## src/eid_map.vh

```
`ifndef EID_MAP_VH
`define EID_MAP_VH
// Register byte offsets on the AXI4-Lite bus
`define EID_OFS_FLAGS 8'h00
`define EID_OFS_TX_START 8'h04
`define EID_OFS_RX_START 8'h08
`define EID_OFS_RX_END 8'h0C
`define EID_OFS_BUF_SIZE 8'h10
`define EID_OFS_MAX_FRAME 8'h14
`define EID_OFS_COL_WIN 8'h18
`define EID_OFS_RETRY 8'h1C
`define EID_OFS_CTRL 8'h20
`define EID_OFS_TX_STAT 8'h24
// Event flag bit positions
`define EID_FLG_TX_FAULT 7
`define EID_FLG_MGMT 6
`define EID_FLG_RX_CF 5
`define EID_FLG_RX_PCF 4
`define EID_FLG_RX_DONE 3
`define EID_FLG_RX_OVR 2
`define EID_FLG_TX_CF 1
`define EID_FLG_TX_DONE 0
// Transmit status word bit positions
`define EID_TS_OWNER 15
`define EID_TS_ABORT 14
`define EID_TS_BP 13
`define EID_TS_HUGE 12
`define EID_TS_LOOR 11
`define EID_TS_LCERR 10
`define EID_TS_CRCERR 9
`define EID_TS_DEFER 8
`define EID_TS_XSDEFER 7
`define EID_TS_UNDER 6
`define EID_TS_LATE 5
`define EID_TS_MAXCOL 4
// Control register fields
`define EID_CTL_FCS 0
`define EID_CTL_TXRST 1
// Buffer size select field, bits 7:6
`define EID_BSZ_HI 7
`define EID_BSZ_LO 6
// Descriptor layout and limits
`define EID_DESC_BYTES 16'h0007
`define EID_DESC_STAT_OFS 24'h00_0005
`define EID_LEN_LIMIT 16'h05EE
`define EID_XSDEF_NIB 16'h17B7
`define EID_XSDEF_BIT 16'h5EDF
// Reset values
`define EID_RST_PTR 24'h00_0000
`define EID_RST_BUF_SIZE 8'h00
`define EID_BUF_MAX_BYTES 9'h100
`define EID_RST_MAX_FRAME 16'h05EE
`define EID_RST_COL_WIN 6'h38
`define EID_RST_RETRY 4'hF
`define EID_RST_CTRL 2'h1
`endif

```

## src/eid_core.v

```verilog
// Register access over AXI4-Lite and the address map were chosen for this implementation.
`timescale 1ns/1ns
`include "eid_map.vh"
// Behaviour
// - Transmit machine fault sets flag bit 7; software then resets the transmitter.
// - PHY management read or write completion sets flag bit 6.
// - While receive overrun flag bit 2 is set, incoming packets are discarded.
// - Control frame transmission finished sets flag bit 1.
// - Packet transmission finished sets flag bit 0.
// - Control frame reception finished sets flag bit 5.
// - Pause frame reception finished sets flag bit 4.
// - Received frame completely stored sets flag bit 3.
// - Three pointers bound transmit region and receive region in shared memory.
// - Packet buffers are 32, 64, 128 or 256 bytes, selected by bits 7:6.
// - Descriptor precedes frame data; a packet may span consecutive buffers.
// - Descriptor is seven bytes: 24-bit next pointer, size, 16-bit status.
// - Size counts data bytes with four CRC bytes, not descriptor bytes.
// - Status bit 15 is ownership: zero host, one MAC.
// - Status bit 14 marks aborted packet, bit 13 back pressure applied.
// - Status bit 12 set when size exceeds maximum frame length.
// - Bit 11 for type/length above 1518; bit 10 for length mismatch.
// - Bit 9 when automatic FCS is off and final four bytes are bad.
// - Bit 8 on deferral; bit 7 on excessive deferral beyond limits.
// - Bit 6 on FIFO underrun; abort bit says dropped or retried.
// - Collision past the six-bit window is late, bit 5; earlier ones retry.
// - Collisions beyond retry limit abort with bit 4; count in bits 3:0.
// - Finished packet gets status written back with ownership cleared.
module eid_core (
    input wire aclk,
    input wire aresetn,
    input wire [7:0] s_axi_awaddr,
    input wire s_axi_awvalid,
    output wire s_axi_awready,
    input wire [31:0] s_axi_wdata,
    input wire [3:0] s_axi_wstrb,
    input wire s_axi_wvalid,
    output wire s_axi_wready,
    output wire [1:0] s_axi_bresp,
    output wire s_axi_bvalid,
    input wire s_axi_bready,
    input wire [7:0] s_axi_araddr,
    input wire s_axi_arvalid,
    output wire s_axi_arready,
    output wire [31:0] s_axi_rdata,
    output wire [1:0] s_axi_rresp,
    output wire s_axi_rvalid,
    input wire s_axi_rready,
    input wire tx_fault_evt,
    input wire mgmt_done_evt,
    input wire rx_overrun_evt,
    input wire rx_cf_evt,
    input wire rx_pcf_evt,
    input wire rx_stored_evt,
    input wire [23:0] rx_pkt_start,
    input wire [15:0] rx_pkt_size,
    input wire tx_end,
    input wire tx_ctrl_frame,
    input wire [23:0] tx_desc_addr,
    input wire [15:0] tx_pkt_size,
    input wire [15:0] tx_type_len,
    input wire [15:0] tx_data_len,
    input wire tx_fcs_ok,
    input wire tx_bp_applied,
    input wire tx_deferred,
    input wire [15:0] tx_defer_time,
    input wire tx_speed_100,
    input wire tx_underrun,
    input wire tx_underrun_retry,
    input wire tx_collided,
    input wire [15:0] tx_col_byte,
    input wire [4:0] tx_col_count,
    output wire tx_retry,
    output wire tx_reset,
    output wire wb_valid,
    input wire wb_ready,
    output wire [23:0] wb_addr,
    output wire [15:0] wb_data,
    output wire rx_discard,
    output wire [23:0] rx_next_ptr,
    output wire rx_next_valid,
    output wire [8:0] buf_bytes,
    output wire irq
);

    localparam [1:0] ST_IDLE = 2'b01;
    localparam [1:0] ST_WB = 2'b10;

    reg [7:0] flags_q, flags_d;
    reg [23:0] tx_start_q, rx_start_q, rx_end_q;
    reg [7:0] buf_size_q;
    reg [8:0] buf_bytes_q;
    reg [15:0] max_frame_q;
    reg [5:0] col_win_q;
    reg [3:0] retry_q;
    reg auto_fcs_q;
    reg tx_reset_q;
    reg aw_held_q, w_held_q, bvalid_q, rvalid_q;
    reg [7:0] aw_addr_q;
    reg [31:0] w_data_q;
    reg [3:0] w_strb_q;
    reg [1:0] bresp_q, rresp_q;
    reg [31:0] rdata_q;
    reg [1:0] state_q;
    reg [15:0] stat_q;
    reg [23:0] wb_addr_q;
    reg ctrl_frame_q;
    reg tx_retry_q;
    reg [23:0] rx_next_q;
    reg rx_next_vld_q;
    reg [31:0] rd_mux;
    reg rd_hit;
    reg wr_hit;
    reg [15:0] stat_d;
    reg abort_c, retry_c, maxcol_c, late_c;

    wire wr_fire = aw_held_q & w_held_q;
    wire wb_done = (state_q == ST_WB) & wb_ready;
    wire rd_take = s_axi_arvalid & ~rvalid_q;

    // Byte-lane merge under write strobes
    function [31:0] merge;
        input [31:0] old;
        input [31:0] din;
        input [3:0] strb;
        integer i;
        begin
            merge = old;
            for (i = 0; i < 4; i = i + 1) begin
                if (strb[i]) begin
                    merge[i*8 +: 8] = din[i*8 +: 8];
                end
            end
        end
    endfunction

    // Start of the packet after this one, wrapped inside its region
    function [23:0] next_ptr;
        input [23:0] start;
        input [15:0] size;
        input [1:0] sel;
        input [23:0] lo;
        input [23:0] hi;
        reg [24:0] span;
        reg [24:0] mask;
        reg [24:0] sum;
        begin
            mask = {17'h0_0000, 8'hFF} >> sel;
            span = {9'h000, size} + {9'h000, `EID_DESC_BYTES} + mask;
            span = span & ~mask;
            sum = {1'b0, start} + span;
            if (sum >= {1'b0, hi}) begin
                sum = sum - ({1'b0, hi} - {1'b0, lo});
            end
            next_ptr = sum[23:0];
        end
    endfunction

    // Strobe-merged words; only the low bytes land in the narrower registers
    wire [31:0] tx_start_m = merge({8'h00, tx_start_q}, w_data_q, w_strb_q);
    wire [31:0] rx_start_m = merge({8'h00, rx_start_q}, w_data_q, w_strb_q);
    wire [31:0] rx_end_m = merge({8'h00, rx_end_q}, w_data_q, w_strb_q);
    wire [31:0] max_frame_m = merge({16'h0000, max_frame_q}, w_data_q, w_strb_q);

    // AXI handshakes; one write and one read in flight at a time
    assign s_axi_awready = ~aw_held_q & ~bvalid_q;
    assign s_axi_wready = ~w_held_q & ~bvalid_q;
    assign s_axi_bvalid = bvalid_q;
    assign s_axi_bresp = bresp_q;
    assign s_axi_arready = ~rvalid_q;
    assign s_axi_rvalid = rvalid_q;
    assign s_axi_rdata = rdata_q;
    assign s_axi_rresp = rresp_q;

    assign tx_retry = tx_retry_q;
    assign tx_reset = tx_reset_q;
    assign wb_valid = (state_q == ST_WB);
    assign wb_addr = wb_addr_q;
    assign wb_data = stat_q;
    assign rx_discard = flags_q[`EID_FLG_RX_OVR];
    assign rx_next_ptr = rx_next_q;
    assign rx_next_valid = rx_next_vld_q;
    assign buf_bytes = buf_bytes_q;
    assign irq = |flags_q;

    // Transmit outcome decode into the status word
    always @* begin
        late_c = tx_collided & (tx_col_byte > {10'h000, col_win_q});
        maxcol_c = tx_collided & (tx_col_count > {1'b0, retry_q});
        abort_c = maxcol_c | (tx_underrun & ~tx_underrun_retry);
        retry_c = ~abort_c & ((tx_collided & ~late_c) | tx_underrun);
        stat_d = 16'h0000;
        stat_d[`EID_TS_OWNER] = 1'b0;
        stat_d[`EID_TS_ABORT] = abort_c;
        stat_d[`EID_TS_BP] = tx_bp_applied;
        stat_d[`EID_TS_HUGE] = tx_pkt_size > max_frame_q;
        stat_d[`EID_TS_LOOR] = tx_type_len > `EID_LEN_LIMIT;
        stat_d[`EID_TS_LCERR] = (tx_type_len <= `EID_LEN_LIMIT) &
            (tx_type_len != tx_data_len);
        stat_d[`EID_TS_CRCERR] = ~auto_fcs_q & ~tx_fcs_ok;
        stat_d[`EID_TS_DEFER] = tx_deferred;
        stat_d[`EID_TS_XSDEFER] = tx_speed_100 ? (tx_defer_time > `EID_XSDEF_NIB) :
            (tx_defer_time > `EID_XSDEF_BIT);
        stat_d[`EID_TS_UNDER] = tx_underrun;
        stat_d[`EID_TS_LATE] = late_c;
        stat_d[`EID_TS_MAXCOL] = maxcol_c;
        stat_d[3:0] = tx_col_count[4] ? 4'hF : tx_col_count[3:0];
    end

    // Write-back machine; a retried packet never returns to the host
    always @(posedge aclk) begin
        if (!aresetn || tx_reset_q) begin
            state_q <= ST_IDLE;
            stat_q <= 16'h0000;
            wb_addr_q <= 24'h00_0000;
            ctrl_frame_q <= 1'b0;
            tx_retry_q <= 1'b0;
        end else begin
            tx_retry_q <= 1'b0;
            case (state_q)
                ST_IDLE: begin
                    if (tx_end && retry_c) begin
                        tx_retry_q <= 1'b1;
                    end else if (tx_end) begin
                        stat_q <= stat_d;
                        wb_addr_q <= tx_desc_addr + `EID_DESC_STAT_OFS;
                        ctrl_frame_q <= tx_ctrl_frame;
                        state_q <= ST_WB;
                    end
                end
                ST_WB: begin
                    if (wb_ready) begin
                        state_q <= ST_IDLE;
                    end
                end
                default: begin
                    state_q <= ST_IDLE;
                end
            endcase
        end
    end

    // Sticky flags; a set in the clearing cycle wins
    always @* begin
        flags_d = flags_q;
        if (wr_fire && aw_addr_q == `EID_OFS_FLAGS && w_strb_q[0]) begin
            flags_d = flags_q & ~w_data_q[7:0];
        end
        if (tx_fault_evt) flags_d[`EID_FLG_TX_FAULT] = 1'b1;
        if (mgmt_done_evt) flags_d[`EID_FLG_MGMT] = 1'b1;
        if (rx_overrun_evt) flags_d[`EID_FLG_RX_OVR] = 1'b1;
        if (rx_cf_evt && !rx_discard) flags_d[`EID_FLG_RX_CF] = 1'b1;
        if (rx_pcf_evt && !rx_discard) flags_d[`EID_FLG_RX_PCF] = 1'b1;
        if (rx_stored_evt && !rx_discard) flags_d[`EID_FLG_RX_DONE] = 1'b1;
        if (wb_done && ctrl_frame_q) flags_d[`EID_FLG_TX_CF] = 1'b1;
        if (wb_done) flags_d[`EID_FLG_TX_DONE] = 1'b1;
    end

    // Receive next-pointer, reported once the frame is stored
    always @(posedge aclk) begin
        if (!aresetn) begin
            rx_next_q <= `EID_RST_PTR;
            rx_next_vld_q <= 1'b0;
        end else begin
            rx_next_vld_q <= rx_stored_evt & ~rx_discard;
            if (rx_stored_evt && !rx_discard) begin
                rx_next_q <= next_ptr(rx_pkt_start, rx_pkt_size,
                    buf_size_q[`EID_BSZ_HI:`EID_BSZ_LO], rx_start_q, rx_end_q);
            end
        end
    end

    // Write address decode
    always @* begin
        case (aw_addr_q)
            `EID_OFS_FLAGS, `EID_OFS_TX_START, `EID_OFS_RX_START, `EID_OFS_RX_END,
            `EID_OFS_BUF_SIZE, `EID_OFS_MAX_FRAME, `EID_OFS_COL_WIN,
            `EID_OFS_RETRY, `EID_OFS_CTRL, `EID_OFS_TX_STAT: wr_hit = 1'b1;
            default: wr_hit = 1'b0;
        endcase
    end

    // Bus write side and software registers
    always @(posedge aclk) begin
        if (!aresetn) begin
            aw_held_q <= 1'b0;
            w_held_q <= 1'b0;
            aw_addr_q <= 8'h00;
            w_data_q <= 32'h0000_0000;
            w_strb_q <= 4'h0;
            bvalid_q <= 1'b0;
            bresp_q <= 2'b00;
            flags_q <= 8'h00;
            tx_start_q <= `EID_RST_PTR;
            rx_start_q <= `EID_RST_PTR;
            rx_end_q <= `EID_RST_PTR;
            buf_size_q <= `EID_RST_BUF_SIZE;
            buf_bytes_q <= `EID_BUF_MAX_BYTES; // Code 00 selects the largest buffer
            max_frame_q <= `EID_RST_MAX_FRAME;
            col_win_q <= `EID_RST_COL_WIN;
            retry_q <= `EID_RST_RETRY;
            auto_fcs_q <= |(`EID_RST_CTRL & 2'h1);
            tx_reset_q <= 1'b0;
        end else begin
            flags_q <= flags_d;
            tx_reset_q <= 1'b0;
            if (s_axi_awvalid && s_axi_awready) begin
                aw_held_q <= 1'b1;
                aw_addr_q <= {s_axi_awaddr[7:2], 2'b00};
            end
            if (s_axi_wvalid && s_axi_wready) begin
                w_held_q <= 1'b1;
                w_data_q <= s_axi_wdata;
                w_strb_q <= s_axi_wstrb;
            end
            if (bvalid_q && s_axi_bready) begin
                bvalid_q <= 1'b0;
            end
            if (wr_fire) begin
                aw_held_q <= 1'b0;
                w_held_q <= 1'b0;
                bvalid_q <= 1'b1;
                bresp_q <= wr_hit ? 2'b00 : 2'b10;
                case (aw_addr_q)
                    `EID_OFS_TX_START:
                        tx_start_q <= tx_start_m[23:0];
                    `EID_OFS_RX_START:
                        rx_start_q <= rx_start_m[23:0];
                    `EID_OFS_RX_END:
                        rx_end_q <= rx_end_m[23:0];
                    `EID_OFS_BUF_SIZE:
                        if (w_strb_q[0]) begin
                            buf_size_q <= w_data_q[7:0];
                            buf_bytes_q <= `EID_BUF_MAX_BYTES >>
                                w_data_q[`EID_BSZ_HI:`EID_BSZ_LO];
                        end
                    `EID_OFS_MAX_FRAME:
                        max_frame_q <= max_frame_m[15:0];
                    `EID_OFS_COL_WIN:
                        if (w_strb_q[0]) col_win_q <= w_data_q[5:0];
                    `EID_OFS_RETRY:
                        if (w_strb_q[0]) retry_q <= w_data_q[3:0];
                    `EID_OFS_CTRL:
                        if (w_strb_q[0]) begin
                            auto_fcs_q <= w_data_q[`EID_CTL_FCS];
                            tx_reset_q <= w_data_q[`EID_CTL_TXRST];
                        end
                    default: begin
                    end
                endcase
            end
        end
    end

    // Read data mux; unmapped reads answer SLVERR with zero data
    always @* begin
        rd_hit = 1'b1;
        rd_mux = 32'h0000_0000;
        case ({s_axi_araddr[7:2], 2'b00})
            `EID_OFS_FLAGS: rd_mux = {24'h00_0000, flags_q};
            `EID_OFS_TX_START: rd_mux = {8'h00, tx_start_q};
            `EID_OFS_RX_START: rd_mux = {8'h00, rx_start_q};
            `EID_OFS_RX_END: rd_mux = {8'h00, rx_end_q};
            `EID_OFS_BUF_SIZE: rd_mux = {24'h00_0000, buf_size_q};
            `EID_OFS_MAX_FRAME: rd_mux = {16'h0000, max_frame_q};
            `EID_OFS_COL_WIN: rd_mux = {26'h000_0000, col_win_q};
            `EID_OFS_RETRY: rd_mux = {28'h000_0000, retry_q};
            `EID_OFS_CTRL: rd_mux = {31'h0000_0000, auto_fcs_q};
            `EID_OFS_TX_STAT: rd_mux = {16'h0000, stat_q};
            default: rd_hit = 1'b0;
        endcase
    end

    // Bus read side; reads never disturb the flags
    always @(posedge aclk) begin
        if (!aresetn) begin
            rvalid_q <= 1'b0;
            rdata_q <= 32'h0000_0000;
            rresp_q <= 2'b00;
        end else begin
            if (rd_take) begin
                rvalid_q <= 1'b1;
                rdata_q <= rd_mux;
                rresp_q <= rd_hit ? 2'b00 : 2'b10;
            end else if (rvalid_q && s_axi_rready) begin
                rvalid_q <= 1'b0;
            end
        end
    end

endmodule

```

## config.mk

```make
export PLATFORM = sky130hd
export DESIGN_NAME = eid_core
export DESIGN_NICKNAME = d
export VERILOG_FILES = /design/src/eid_core.v
export VERILOG_INCLUDE_DIRS = /design/src
export SDC_FILE = /design/constraint.sdc
export NUM_CORES = 1
export LEC_CHECK = 0
export ABC_AREA = 1
export CAP_MARGIN = 40
export CORE_MARGIN = 1
export CORE_UTILIZATION = 65
export CTS_CLUSTER_DIAMETER = 150
export DETAILED_ROUTE_END_ITERATION = 10
export DONT_BUFFER_PORTS = 1
export GPL_TIMING_DRIVEN = 1
export PLACE_DENSITY = 0.92
export SYNTH_ARGS = -nofsm -noshare
export SYNTH_HDL_FRONTEND = slang
export SYNTH_SLANG_ARGS = --single-unit
```

## constraint.sdc

```tcl
create_clock -name aclk -period 10.7 [get_ports aclk]
set_clock_uncertainty 0.2 [all_clocks]
set_input_delay 1.07 -clock aclk [delete_from_list [all_inputs] [get_ports aclk]]
set_output_delay 1.07 -clock aclk [all_outputs]
set_load 0.01 [all_outputs]
```

[Yosys cells after proc, flatten, opt, wreduce, memory -nomap -nowiden]
Index checks and enable logic that the tools add are counted.
Storage, ports and cells
  register bits after elaboration: 266
Operators by class
  add/subtract/negate cells: 6
  magnitude comparators: 8
  equal/unequal tests: 24
  shifts and indexed selects: 2
  multiplexer cells: 26
  bitwise operators: 32
  reductions and logical operators: 49
Operator list (count)
  $pmux 24 s10: 1
  $reduce_and 3->1: 17
  $eq 6x3->1 const B: 8
  $sub 24x24->24: 2
  $add 17x25->25: 1
  $add 24x25->25: 1
  $and 25x25->25: 1
  $ge 25x24->1: 1
  $not 25->25: 1
  $shr 8x2->25 const A: 1
  $add 24x3->24 const B: 1
  $eq 6x2->1 const B: 4
  $eq 6x4->1 const B: 4
  $mux 24: 1
  $reduce_bool 2->1: 10
  $reduce_or 10->1: 2
  $add 16x3->17 const B: 1
  $gt 16x11->1 const B: 1
  $gt 16x13->1 const B: 1
  $gt 16x15->1 const B: 1
  $gt 16x16->1: 1
  $gt 16x6->1: 1
  $le 16x11->1 const B: 1
  $mux 1: 16
  25 further kinds: 68

[Longest topological paths before layout]
  depth in word-level cells: 9
  mapped depth: 39
  depth with buffers taken out: 39

[Least setup slack after synthesis]
OpenSTA, ideal clock, no wires.
  kind: input to register
  start point: in rx_pkt_size[5]
  end point: reg rx_next_q[22] (netlist: rx_next_ptr[22])
  setup time: 0.070 ns
  data arrival time: 5.605 ns
  data required time: 10.430 ns
  path slack: 4.824 ns
  stages: 35
  buffers on the path: 0
  cell sequence: ha_1 > ha_1 > inv_1 > o21bai_1 > a21oi_1 > nor2_1 > o21ai_1 > nand2_1 > nand2_1 > a21boi_1 > nand2_1 > nor2_1 > xor2_1 > ha_1 > a21oi_1 > o21a_1 > nand2_1 > nor2_1 > o21ai_0 > nand2_1 > nand2_1 > fa_1 > inv_1 > ha_1 > nand2_1 > nor2_1 > inv_1 > nor3_1 > nand3_1 > nand3_1 > xor2_1 > inv_1 > nand2_1 > nand3_1 > a21oi_1
On the way
  cells in the longest elaborated chain, start to end: 6
  elaborated cells between the ends (all ways): 7
Ends and longest elaborated chain
  from (decl): RTL line eid_core.v:55  | input wire [15:0] rx_pkt_size,
  $add 16x3->17 (*): RTL line eid_core.v:148  | span = {9'h000, size} + {9'h000, `EID_DESC_BYTES} + mask;
  $add 17x25->25 (*): RTL line eid_core.v:148
  $and 25x25->25 (*): RTL line eid_core.v:149  | span = span & ~mask;
  $add 24x25->25 (*): RTL line eid_core.v:150  | sum = {1'b0, start} + span;
  $sub 24x24->24 / $ge 25x24->1 (equally long branches): RTL line eid_core.v:152, eid_core.v:151
  $mux 24 (*): RTL line eid_core.v:151  | if (sum >= {1'b0, hi}) begin
  to (signal assigned): RTL line eid_core.v:261  | rx_next_q <= `EID_RST_PTR;
  to (signal assigned): RTL line eid_core.v:266  | rx_next_q <= next_ptr(rx_pkt_start, rx_pkt_size,
  to (decl): RTL line eid_core.v:108  | reg [23:0] rx_next_q;
Mark *: on every way between the ends. The rest lies on a longest branch, timed or not.
A chain may end at the register's enable or synchronous reset.

[Worst setup path after layout]
  start point: reg buf_size_q[6]
  end point: reg rx_next_q[23] (netlist: rx_next_ptr[23])
On the way
  cells in the longest elaborated chain, start to end: 6
  elaborated cells between the ends (all ways): 8
Ends and longest elaborated chain
  from (decl): RTL line eid_core.v:90  | reg [7:0] buf_size_q;
  from (signal assigned): RTL line eid_core.v:296  | buf_size_q <= `EID_RST_BUF_SIZE;
  from (signal assigned): RTL line eid_core.v:332  | buf_size_q <= w_data_q[7:0];
  $shr 8x2->25 (*): RTL line eid_core.v:147  | mask = {17'h0_0000, 8'hFF} >> sel;
  $add 17x25->25 / $not 25->25 (equally long branches): RTL line eid_core.v:148, eid_core.v:149
  $and 25x25->25 (*): RTL line eid_core.v:149
  $add 24x25->25 (*): RTL line eid_core.v:150
  $sub 24x24->24 / $ge 25x24->1 (equally long branches): RTL line eid_core.v:152, eid_core.v:151
  $mux 24 (*): RTL line eid_core.v:151
Marked as above.

==> insert_results.sql <==
INSERT INTO impl_metrics (metric_group, metric, value, unit) VALUES
('run_status', 'status', 'completed', ''),
('synthesis', 'syn_avg_cell_area', '7.15', 'sq um'),
('worst_setup_path', 'r2r_end', 'rx_next_ptr[23]', ''),
('sta', 'final-setup-viol-count', '0', ''),
('sta', 'period_minus_slack', '6.34', 'ns'),
('sta', 'worstMarginPinSlew', '0.898', 'ns'),
('global_route', 'globalRouteTotalUtil', '0.371', ''),
('placement', 'placed_cell_area', '0.0152', 'sq mm'),
('route', 'drt_drc_violations_left', '0', ''),
('clocking', 'cts_setup_buffers', '0', ''),
('route', 'initial_drc_count', '1643', ''),
('floorplan', 'die_h', '155', 'um'),
('synthesis', 'most_frequently_used_cell_type_in_the_post_synthesis_netlist', 'nand2_1', ''),
('run', 'drv.max_cap_violation_count', '0', ''),
('global_route', 'initial_antenna_violation_count', '0', ''),
('clocking', 'cts_hold_buffers', '0', ''),
('pwr', 'power.density_cell_area', '159', 'mW/mm^2'),
('global_route', 'grt_first_pass_wirelength', '70600', 'um'),
('worst_setup_path', 'crit_path_frequent_cell', 'nand2_1', ''),
('synthesis', 'synth-edff-count', '0', ''),
('layout', 'final_area', '0.0160', 'sq mm'),
('floorplan', 'floorplan.die.width', '155', 'um'),
('layout', 'seqCellArea', '0.00502', 'sq mm'),
('route', 'first_pass_iters', '8', ''),
('worst_setup_path', 'timing.critical_path.required', '10.88', 'ns'),
('route', 'route.detailed.wl_per_inst', '18.9', 'um'),
('global_route', 'maximum_number_of_pins_on_one_net_before_global_route_repair', '143', ''),
('layout', 'fillCellCount', '1871', ''),
('synthesis', 'netlist-cell-type-count', '61', ''),
('synthesis', 'post_synth_xor_area_fraction', '0.0458', ''),
('clocking', 'cts_max_level', '1', ''),
('worst_setup_path', 'slowest_delay', '0.52', 'ns'),
('worst_hold_path', 'holdPathStages', '2', ''),
('synthesis', 'register_bit_total_from_synthesis', '251', ''),
('worst_setup_path', 'reg2reg_from', 'buf_size_q[6]', ''),
('clocking', 'cts.sinks', '251', ''),
('placement', 'dp_worst_setup_slack', '4.01', 'ns'),
('sta', 'max_slew_margin', '0.401', ''),
('synthesis', 'yosys-top-cells-count', '333 x nand2_1, 269 x inv_1, 251 x dfxtp_1', ''),
('clocking', 'register_clock_pin_slew_on_the_reported_worst_setup_and_hold_paths', '0.06', 'ns'),
('pwr', 'leakage_power', '7.06', 'nW'),
('sta', 'rsz_0062_raised_after_global_routing', 'no', ''),
('clocking', 'worstSkewPairLatency', '0.54', 'ns'),
('worst_hold_path', 'hp-class', 'reg -> reg', ''),
('synthesis', 'syn-instance-count', '2115', ''),
('route', 'totalWireLength', '45000', 'um'),
('synthesis', 'synth_seq_area_share', '0.332', ''),
('synthesis', 'synth_top_family_by_area', 'simple AND/OR/NAND/NOR gates', ''),
('worst_setup_path', 'worst_path_max_delay_cell', 'fa_1', ''),
('clocking', 'cts_inserted_buffers', '26', ''),
('clocking', 'clockRootBuffer', 'clkbuf_16', ''),
('placement', 'gp_congestion', '0.945', ''),
('clocking', 'cts_repair_resize_count', '0', ''),
('synthesis', 'synth.area.mux_share', '0', ''),
('synthesis', 'yosys_most_used_dff', 'dfxtp_1', ''),
('worst_setup_path', 'cp-start-kind', 'flop', ''),
('route', 'vias_per_instance', '6.17', ''),
('synthesis', 'synthArstFlopShare', '0', ''),
('floorplan', 'design.die.area', '0.0239', 'sq mm'),
('worst_setup_path', 'reg2reg_setup_slack', '4.36', 'ns'),
('synthesis', 'yosys.area_share.simple', '0.209', ''),
('synthesis', 'synth_compound_gate_area_share', '0.201', ''),
('synthesis', 'synth_adder_area_share', '0.112', ''),
('placement', 'count_of_buffers_inserted_at_the_top_level_ports', '0', ''),
('pwr', 'vdd_ir_drop_max', '0.126', 'mV'),
('floorplan', 'top_level_i_o_count', '344', ''),
('sta', 'setup_slack', '4.36', 'ns'),
('worst_setup_path', 'critical_path.endpoint_type', 'flop', ''),
('layout', 'area.growth.synth_to_final', '5.73', '%'),
('floorplan', 'initial_utilization', '0.666', ''),
('global_route', 'grt-ovfl-total', '0', '');
-- routing by layer --
layer  GRT usage  share of wire
met4       0.157          0.043
met1       0.465           0.39
met3      0.0916           0.11
met2       0.607           0.45
met5           0              0
-- cells by family after synthesis --
logic type	count (synthesis)
and+or+nand+nor	757
AOI/OAI and AO/OA	540
other	1
buffers and inverters	366
adders and majority gates	121
xor gates and xnor gates	79
DFF	251
-- layout by cell type (no fill, tap or decap), types with 5 or more instances in the layout --
| master | n |
|---|---|
| clkinv_2 | 6 |
| nor4_1 | 12 |
| a221oi_1 | 11 |
| nand2_1 | 333 |
| nand3_1 | 94 |
| o2111ai_1 | 5 |
| dfxtp_1 | 251 |
| o211ai_1 | 22 |
| nand2_2 | 9 |
| o221ai_1 | 10 |
| nor3_1 | 24 |
| a22oi_1 | 7 |
| o22ai_1 | 8 |
| nor2_1 | 249 |
| nand4_1 | 13 |
| conb_1 | 16 |
| clkbuf_8 | 5 |
| o21ai_1 | 10 |
| buf_4 | 6 |
| ha_1 | 97 |
| inv_1 | 269 |
| nor2_2 | 10 |
| clkbuf_16 | 27 |
| o21ai_0 | 201 |
| xnor2_1 | 19 |
| a211oi_1 | 10 |
| clkinv_1 | 6 |
| a21oi_1 | 216 |
| fa_1 | 24 |
| xor2_1 | 60 |
| o21a_1 | 8 |
-- registers in the layout (all words and copies together), names as in the netlist, 2 cells and up --
| register | cells |
|---|---|
| aw_addr_q | 6 |
| buf_bytes | 4 |
| buf_size_q | 8 |
| col_win_q | 6 |
| flags_q | 8 |
| max_frame_q | 16 |
| retry_q | 4 |
| rx_end_q | 24 |
| rx_next_ptr | 24 |
| rx_start_q | 24 |
| s_axi_rdata | 24 |
| state_q | 2 |
| tx_start_q | 24 |
| w_data_q | 24 |
| w_strb_q | 3 |
| wb_addr | 24 |
| wb_data | 15 |
-- stage by stage --
stage	util	instances	hold WS, ns	power [mW]
floorplan	-	2130	0.230	1.52
global placement	0.665	2331	0.242	1.63
detailed placement	0.667	2335	0.246	1.65
CTS	0.704	2380	0.256	2.53
global route	0.704	2380	0.303	2.66
finish	0.704	2380	0.262	2.54
-- layout make-up --
cell class	instances	share of cell area
Timing Repair Buffer	8	0.00470
Multi-Input combinational cell	1513	0.541
Tap cell	285	0.0223
Sequential cell	251	0.314
Clock inverter	9	0.00477
Clock buffer	36	0.0475
Inverter	278	0.0653
-- how the worst max path moves through the flow --
stage | startpoint | end | slack [ns] | cells after the start
after floorplan | rx_pkt_size[5] | rx_next_ptr[22] | 4.82 | 35
after global placement | rx_pkt_size[5] | rx_next_ptr[17] | 4.19 | 30
after detailed placement | rx_pkt_size[5] | rx_next_ptr[23] | 4.01 | 31
after CTS | buf_size_q[6] | rx_next_ptr[23] | 4.48 | 32
after global routing | buf_size_q[6] | rx_next_ptr[22] | 3.80 | 36
final | buf_size_q[6] | rx_next_ptr[23] | 4.36 | 32
-- where the power goes --
part           switching [mW]  internal [mW]
registers              0.0539          0.980
logic                   0.397          0.218
clock network           0.373          0.517
total                   0.824           1.71
-- worst max-delay path, delay by kind of cell, from the launching register on --
family / cells / cell delay [ns]
DFF: 1 / 0.47
adders and majority gates: 5 / 1.75
xor gates and xnor gates: 2 / 0.66
AOI/OAI and AO/OA: 10 / 1.51
and+or+nand+nor: 13 / 1.48
buffers and inverters: 2 / 0.12
(Power assumes the default switching activity.)
